[src/hw/prbs_defines.vh]
// register indices, field positions, reset values and limits of the self-test block
`ifndef PRBS_DEFINES_VH
`define PRBS_DEFINES_VH

// register indices; the byte address on the bus is four times the index
`define IDX_GEN_CTRL          12'h619
`define IDX_GEN_PACKET_LENGTH 12'h61a
`define IDX_GEN_IPG           12'h61b
`define IDX_CHK_BYTE_COUNT    12'h61c
`define IDX_CHK_PKT_LOW       12'h61d
`define IDX_CHK_PKT_HIGH      12'h61e
`define IDX_STATUS            12'h620
`define IDX_CHK_ERR_PKT_LOW   12'h622
`define IDX_GEN_PACKET_TARGET 12'h630

// control register fields
`define CTRL_GEN_ENABLE   0
`define CTRL_PRBS_MODE    1
`define CTRL_CHK_ENABLE   2
`define CTRL_COUNT_MODE   3
`define CTRL_SEND_PKT     12

// status register fields
`define ST_LOCK_CMD       0
`define ST_CLEAR_CMD      1
`define ST_IN_SYNC        8
`define ST_BYTE_OV        9
`define ST_PKT_OV         10
`define ST_BUSY           11
`define ST_DONE           12

// reset values
`define RST_PACKET_LENGTH 16'h05dc
`define RST_IPG           8'h7d
`define RST_PACKET_TARGET 16'h0001
`define RST_CTRL          16'h0004

// counter limits
`define MAX_BYTE_CNT      16'hffff
`define MAX_PKT_CNT       32'h0fffffff
`define MAX_ERR_PKT_CNT   32'h0fffffff
`define MAX_ERR_BIT_CNT   8'hff

// checker synchronisation and generator seed
`define SYNC_GOOD_BYTES   3'h4
`define SYNC_BAD_BYTES    3'h4
`define PRBS_SEED         8'hff

`endif

[src/hw/prbs_gen_checker.v]
// packet/prbs test generator, receive checker with statistics, apb register file
`timescale 1ns/1ps
`include "prbs_defines.vh"

// ****************************************************************
// receive stream fifo
// ****************************************************************
module stream_fifo #(
    parameter WIDTH = 9,
    parameter DEPTH = 32,
    parameter AW    = 5
) (
    input  wire             clock,
    input  wire             srst,
    input  wire             in_valid,
    output wire             in_ready,
    input  wire [WIDTH-1:0] in_data,
    output wire             out_valid,
    input  wire             out_ready,
    output wire [WIDTH-1:0] out_data
);
    reg [WIDTH-1:0] mem_reg [0:DEPTH-1];
    reg [AW-1:0]    wr_ptr_reg;
    reg [AW-1:0]    rd_ptr_reg;
    reg [AW:0]      count_reg;
    wire            push;
    wire            pop;

    assign in_ready  = (count_reg != DEPTH[AW:0]);
    assign out_valid = (count_reg != {(AW+1){1'b0}});
    assign out_data  = mem_reg[rd_ptr_reg];
    assign push      = in_valid & in_ready;
    assign pop       = out_valid & out_ready;

    // storage has no reset; only the pointers define the content
    always @(posedge clock) begin
        if (push) begin
            mem_reg[wr_ptr_reg] <= in_data;
        end
    end

    // pointers wrap naturally since depth is a power of two
    always @(posedge clock) begin
        if (srst) begin
            wr_ptr_reg <= {AW{1'b0}};
            rd_ptr_reg <= {AW{1'b0}};
            count_reg  <= {(AW+1){1'b0}};
        end else begin
            if (push) begin
                wr_ptr_reg <= wr_ptr_reg + 1'b1;
            end
            if (pop) begin
                rd_ptr_reg <= rd_ptr_reg + 1'b1;
            end
            if (push & ~pop) begin
                count_reg <= count_reg + 1'b1;
            end else if (pop & ~push) begin
                count_reg <= count_reg - 1'b1;
            end
        end
    end
endmodule // stream_fifo
 // prbs_gen_checker

[config.mk]
export PLATFORM = sky130hd
export DESIGN_NAME = stream_fifo
export DESIGN_NICKNAME = d
export VERILOG_FILES = /design/src/hw/prbs_gen_checker.v
export VERILOG_INCLUDE_DIRS = /design/src /design/src/hw
export SDC_FILE = /design/constraint.sdc
export NUM_CORES = 1
export LEC_CHECK = 0
export BUFFER_PORTS_ARGS = -buffer_cell sky130_fd_sc_hd__buf_4
export CELL_PAD_IN_SITES_DETAIL_PLACEMENT = 1
export CELL_PAD_IN_SITES_GLOBAL_PLACEMENT = 2
export CORE_ASPECT_RATIO = 1.25
export CORE_UTILIZATION = 50
export CTS_CLUSTER_DIAMETER = 30
export DETAILED_ROUTE_END_ITERATION = 16
export PLACE_DENSITY = 0.9
export RECOVER_POWER = 50
export SYNTH_ARGS = -nofsm -noshare
export SYNTH_HDL_FRONTEND = slang
export SYNTH_SLANG_ARGS = --single-unit
export TNS_END_PERCENT = 50
[constraint.sdc]
create_clock -name clock -period 8.4 [get_ports clock]
set_clock_uncertainty 0.15 [all_clocks]
set_input_delay 0.84 -clock clock [delete_from_list [all_inputs] [get_ports clock]]
set_output_delay 0.84 -clock clock [all_outputs]
set_load 0.02 [all_outputs]
==> impl_metrics.csv, run 1 <==
group,metric,value,unit
global_route,grt_usage,0.245,
timing,fmax,204,MHz
clocking,cts_inserted_buffers,43,
logic_synthesis,synth_warnings,0,
timing,worst_pin_slew,2.27,ns
floorplan,row_count,63,
timing,fin_crit_sh,0.582,
floorplan,dieArea,25200,um^2
global_route,antenna_found_initial,0,
placed_design,pre_cts_ws,4.12,ns
clocking,htree_levels,2,
global_route,grt_pass1_vias,7148,
detailed_routing,drc_errors,0,
clocking,cts.repair.resized,0,
cells_and_area,fin_area,14100,um^2
run_status,status,"finished with violations",
timing,fin_crit,4.89,ns
logic_synthesis,ys_async_sr_fraction,0,
placed_design,placed_area,12700,um^2
hold_path,min_path_type,"reg -> reg",
pwr,p_leak,4.40,nW
worst_setup_path,arrival,3.90,ns
cells_and_area,drive_above_1_share,0.172,
placed_design,dp_hpwl,17800,um
worst_setup_path,path_class,"reg -> out",
clocking,postCtsSetupRepairBufs,0,
logic_synthesis,synth.ff_latch_count,309,
worst_setup_path,cp_max_fo,69,
logic_synthesis,syn-mean-instance-area,18.1,um^2
floorplan,die_width,142,um
cells_and_area,fin_cells,1079,
timing,setup_viol,0,
floorplan,start_util,0.513,
pwr,p_per_area,293,nW/um^2
detailed_routing,drt_iter0_markers,574,
global_route,grt_pass1_wl,44300,um
placed_design,placed_cells,999,
logic_synthesis,syn_inst,681,
logic_synthesis,ys_types,51,
detailed_routing,vias,6602,
clocking,clockBufferDepth,3,
clocking,cts.hold.buffers_added,0,
worst_setup_path,endpoint_kind,"primary output",
clocking,clockRootBuffer,"clkbuf_16",
global_route,grt.overflow.total,0,
detailed_routing,detail-route-antenna-nets,0,
cells_and_area,largest_reg_flops,288,
worst_setup_path,worstPathRequired,7.41,ns
run_status,violations,"max-capacitance violations, max-slew violations",
detailed_routing,avgRoutedWirePerCell,27.6,um
timing,slew_violations,274,
clocking,clkLatencyLatePin,0.52,ns
logic_synthesis,synth.net_count,706,
logic_synthesis,synth_top_flop_cell,"edfxtp_1",
timing,hold_violations,0,
pwr,total_power,4.13,mW
logic_synthesis,synthesis.area,12300,um^2
logic_synthesis,synth_seq_area_share,0.738,
detailed_routing,detail_route.vias_per_cell,6.12,
floorplan,core,24000,um^2
global_route,grt_max_degree,70,
run,drv_cap,10,
timing,finalSetupTns,0,ns
cells_and_area,finalNetCount,744,
timing,whs,0.379,ns
detailed_routing,drt_pre_antenna_iters,5,
cells_and_area,fin_util,0.588,
clocking,cts_tree,"built",
pwr,ir_drop,0.164,mV
clocking,path_clk_slew,0.06,ns
worst_setup_path,critPathLaunchType,"flip-flop",
timing,slew_headroom,-0.535,
floorplan,die_y,177,um
cells_and_area,antenna_cells,0,
cells_and_area,area_growth,14.7,%
clocking,clkSinkCount,309,
placed_design,portBuffers,23,
logic_synthesis,synth_edf_count,288,
timing,fin_ws,3.51,ns
timing,rsz0062_at_grt,"no",
floorplan,io_pins,24,
placed_design,routabilityCongestion,0.851,
detailed_routing,routed_wl,29800,um
layout by cell type, fill, tap and decap left out, drive strengths merged, types with 5 or more instances in the layout:
cell,count
inv,13
nand2,10
ha,11
xor2,8
a221oi,9
a22oi,36
clkbuf,60
dfxtp,21
nor2b,5
mux4,36
nand3,30
mux2i,74
clkinv,15
nor2,54
clkinvlp,5
buf,20
a22o,9
edfxtp,288
worst paths after layout:
check               startpoint             end  slack, ns  depth (start not counted)
setup / recovery     flip-flop     out_data[6]       3.51                          6
hold / removal    count_reg[4]    count_reg[4]       0.38                          2
setup reg to reg  count_reg[4]  mem_reg[23][7]       4.13                          3
hold reg to reg   count_reg[4]    count_reg[4]       0.38                          2
synthesized netlist by cell type, drive strengths merged (8+ instances only):
library cell	instances	area, um^2
edfxtp	288	8650
mux2i	74	741
nor2	54	205
a22oi	36	270
mux4	36	811
nand3	30	150
buf	25	138
dfxtp	21	420
clkbuf	11	51.3
ha	11	138
nand2	10	37.5
a221oi	9	78.8
a22o	9	78.8
xor2	8	70.1
metal layers:
metal	global-route usage	share of wire	vias up
li1	-	-	2830
met5	0	0	-
met4	0.0986	0.032	0
met3	0.0432	0.057	65
met2	0.433	0.52	261
met1	0.296	0.39	3446
report_power, final:
part / switching [mW] / internal (mW) / leakage (nW)
combinational: 0.347 / 0.233 / 0.946
sequential: 0.0394 / 1.73 / 2.77
clock: 0.701 / 1.08 / 0.683
total: 1.09 / 3.04 / 4.40
layout make-up:
cell class / instances / area (um^2)
fill: 2163 / 9870
multi-input combinational: 329 / 2970
clock inverter: 29 / 295
tap: 325 / 407
inverter: 7 / 26.3
sequential: 309 / 9070
timing repair buffer: 29 / 184
clock buffer: 51 / 1140
worst max-delay path, cell delays in order (launching register included):
cell and delay, ns:
dfxtp_4 0.81, buf_4 0.95, mux4_2 0.43, a22o_1 0.26, a221oi_1 0.45, nand3_1 0.20, buf_4 0.20
kinds of logic after synthesis:
logic type      Yosys count  synth area share
compound gates           75            0.0511
mux                     110             0.126
flops                   309             0.738
xor+xnor                  9           0.00641
buf+inv                  43            0.0175
simple gates            123            0.0482
fa+ha+maj                12            0.0128
No activity file was read; power rests on OpenSTA's default activity.
==> run 2, diff against run 1 <==
--- a/config.mk
+++ b/config.mk
@@ -10,10 +10,10 @@
 export CELL_PAD_IN_SITES_DETAIL_PLACEMENT = 1
 export CELL_PAD_IN_SITES_GLOBAL_PLACEMENT = 2
 export CORE_ASPECT_RATIO = 1.25
-export CORE_UTILIZATION = 50
+export CORE_UTILIZATION = 48
 export CTS_CLUSTER_DIAMETER = 30
 export DETAILED_ROUTE_END_ITERATION = 16
-export PLACE_DENSITY = 0.9
+export PLACE_DENSITY = 0.88
 export RECOVER_POWER = 50
 export SYNTH_ARGS = -nofsm -noshare
 export SYNTH_HDL_FRONTEND = slang
==> constraint.sdc (replaced) <==
create_clock -name clock -period 4.6 [get_ports clock]
set_clock_uncertainty 0.15 [all_clocks]
set_input_delay 0.46 -clock clock [delete_from_list [all_inputs] [get_ports clock]]
set_output_delay 0.46 -clock clock [all_outputs]
set_load 0.02 [all_outputs]
==> run 2 against run 1 <==
The flow still finishes with violations (max-capacitance violations, max-slew violations); clock power is 100% higher; worst hold slack worse by 0.27 ns; flip-flop and latch count stayed put; critical path depth is 1 lower; largest cell class unchanged; register-to-register slack worse by 3.6 ns; setup slack worse by 3.0 ns.
==> impl_metrics.csv, run 2 (same netlist as run 1, synthesis figures left out) <==
group,metric,value,unit
global_route,antenna_found_initial,0,
run_status,violations,"max-capacitance violations, max-slew violations",
floorplan,die_width,145,um
clocking,cts.repair.resized,0,
worst_setup_path,critPathBufInv,2,
run,drv_cap,10,
worst_setup_path,critPathSlowestCell,"dfxtp_2",
worst_setup_path,critical_path.max_stage_delay,1.05,ns
worst_setup_path,path_cells,"buf_4 -> mux4_2 -> a221oi_1 -> nand3_1 -> buf_4",
placed_design,portBuffers,23,
cells_and_area,antenna_cells,0,
timing,hold_violations,0,
worst_setup_path,r2r_setup_slack,0.58,ns
cells_and_area,drive_above_1_share,0.194,
cells_and_area,seq_area,9070,um^2
pwr,p_per_area,554,nW/um^2
global_route,grt_pass1_wl,45300,um
global_route,grt_usage,0.236,
clocking,clkSinkCount,309,
clocking,cts.hold.buffers_added,0,
worst_setup_path,critPathLaunchType,"flip-flop",
cells_and_area,fin_util,0.568,
cells_and_area,mostFrequentLayoutCell,"edfxtp_1",
hold_path,hold_path_depth,2,
timing,fin_crit_sh,0.883,
clocking,postCtsSetupRepairBufs,0,
detailed_routing,avgRoutedWirePerCell,27.2,um
hold_path,whs_endpoint,"wr_ptr_reg[2]",
global_route,grt_pass1_vias,7223,
clocking,cts_inserted_buffers,49,
worst_setup_path,cp_max_fo,31,
cells_and_area,fin_area,14300,um^2
detailed_routing,drc_errors,0,
floorplan,dieArea,26300,um^2
cells_and_area,area_growth,16.5,%
hold_path,hold_path.startpoint,"srst",
cells_and_area,largest_reg_flops,288,
detailed_routing,detail-route-antenna-nets,0,
pwr,ir_drop,0.256,mV
pwr,p_leak,4.50,nW
cells_and_area,multiInputGateArea,2970,um^2
hold_path,min_path_type,"in -> reg",
clocking,clkLatencyLatePin,0.54,ns
clocking,htree_levels,2,
worst_setup_path,worstPathRequired,3.99,ns
timing,finalSetupTns,0,ns
global_route,grt.overflow.total,0,
timing,fmax,246,MHz
cells_and_area,finalNetCount,748,
timing,worst_pin_slew,2.09,ns
timing,setup_viol,0,
detailed_routing,drt_pre_antenna_iters,5,
placed_design,dp_hpwl,18100,um
clocking,cts_tree,"built",
clocking,clockBufferDepth,3,
detailed_routing,routed_wl,29900,um
timing,rsz0062_at_grt,"no",
floorplan,core,25200,um^2
cells_and_area,final_cell_mix,"288 x edfxtp_1, 74 x mux2i_1, 54 x nor2_1",
worst_setup_path,r2r_end,"mem_reg[27][6]",
worst_setup_path,path_class,"reg -> out",
detailed_routing,detail_route.vias_per_cell,5.94,
detailed_routing,vias,6512,
worst_setup_path,path_delay_family,"flip-flops",
timing,slew_headroom,-0.410,
timing,slew_violations,307,
global_route,grt_max_degree,61,
placed_design,placed_area,12700,um^2
cells_and_area,num-fill-cells,2257,
floorplan,die_y,181,um
worst_setup_path,cp.depth,5,
floorplan,io_pins,24,
timing,fin_crit,4.06,ns
placed_design,routabilityCongestion,0.827,
clocking,path_clk_slew,0.05,ns
floorplan,start_util,0.488,
worst_setup_path,cp_common_cell,"buf_4",
worst_setup_path,r2r_start,"count_reg[0]",
floorplan,row_count,65,
worst_setup_path,endpoint_kind,"primary output",
run_status,status,"finished with violations",
clocking,clockRootBuffer,"clkbuf_16",
detailed_routing,drt_iter0_markers,437,
worst_setup_path,r2r_cells,3,
worst_setup_path,arrival,3.45,ns
-- run 2: cell types whose count changed in the layout (fill, tap and decap cells not counted), moves of 2 or more --
cell        delta
clkinv_2       +8
clkbuf_1       -6
clkinv_4       -3
inv_8          +3
inv_6          +4
buf_4          -3
clkinvlp_4     +2
clkinv_1       -3
clkbuf_16      +7
-- run 2: stage by stage --
stage / hold WS (ns) / cells / worst slack [ns] / power [mW]
2_1_floorplan: 0.326 / 681 / 1.64 / 4.00
3_3_place_gp: 0.354 / 1007 / 1.24 / 4.30
3_5_place_dp: 0.367 / 1007 / 1.13 / 4.36
4_1_cts: 0.0844 / 1097 / 0.457 / 8.00
5_1_grt: 0.114 / 1097 / 0.304 / 8.17
6_report: 0.108 / 1097 / 0.537 / 7.93
-- run 2: worst max path at each step --
stage | from | to | slack, ns
global placement | flip-flop | out_data[1] | 1.24
global route | flip-flop | out_data[7] | 0.30
floorplan | count_reg[4] | count_reg[5] | 1.64
finish | flip-flop | out_data[7] | 0.54
CTS | flip-flop | out_data[7] | 0.46
detailed placement | flip-flop | out_data[6] | 1.13
-- run 2: layer usage --
metal	vias to the layer above	wire [um]	GRT usage
met4	0	1360	0.118
met2	215	15600	0.409
met1	3377	11600	0.283
met3	78	1310	0.0434
met5	-	0	0
li1	2842	-	-
-- run 2: area by class of cell --
cell class	count	share of cell area
Sequential cell	309	0.634
Multi-Input combinational cell	329	0.208
Clock buffer	51	0.0891
Tap cell	335	0.0293
Clock inverter	39	0.0255
Timing Repair Buffer	27	0.0127
Inverter	7	0.00184
-- run 2: power breakdown --
group          switching [mW]  leakage, nW  internal [mW]
sequential              0.116         2.77           3.15
combinational           0.610        0.938          0.422
clock                    1.39        0.799           2.23
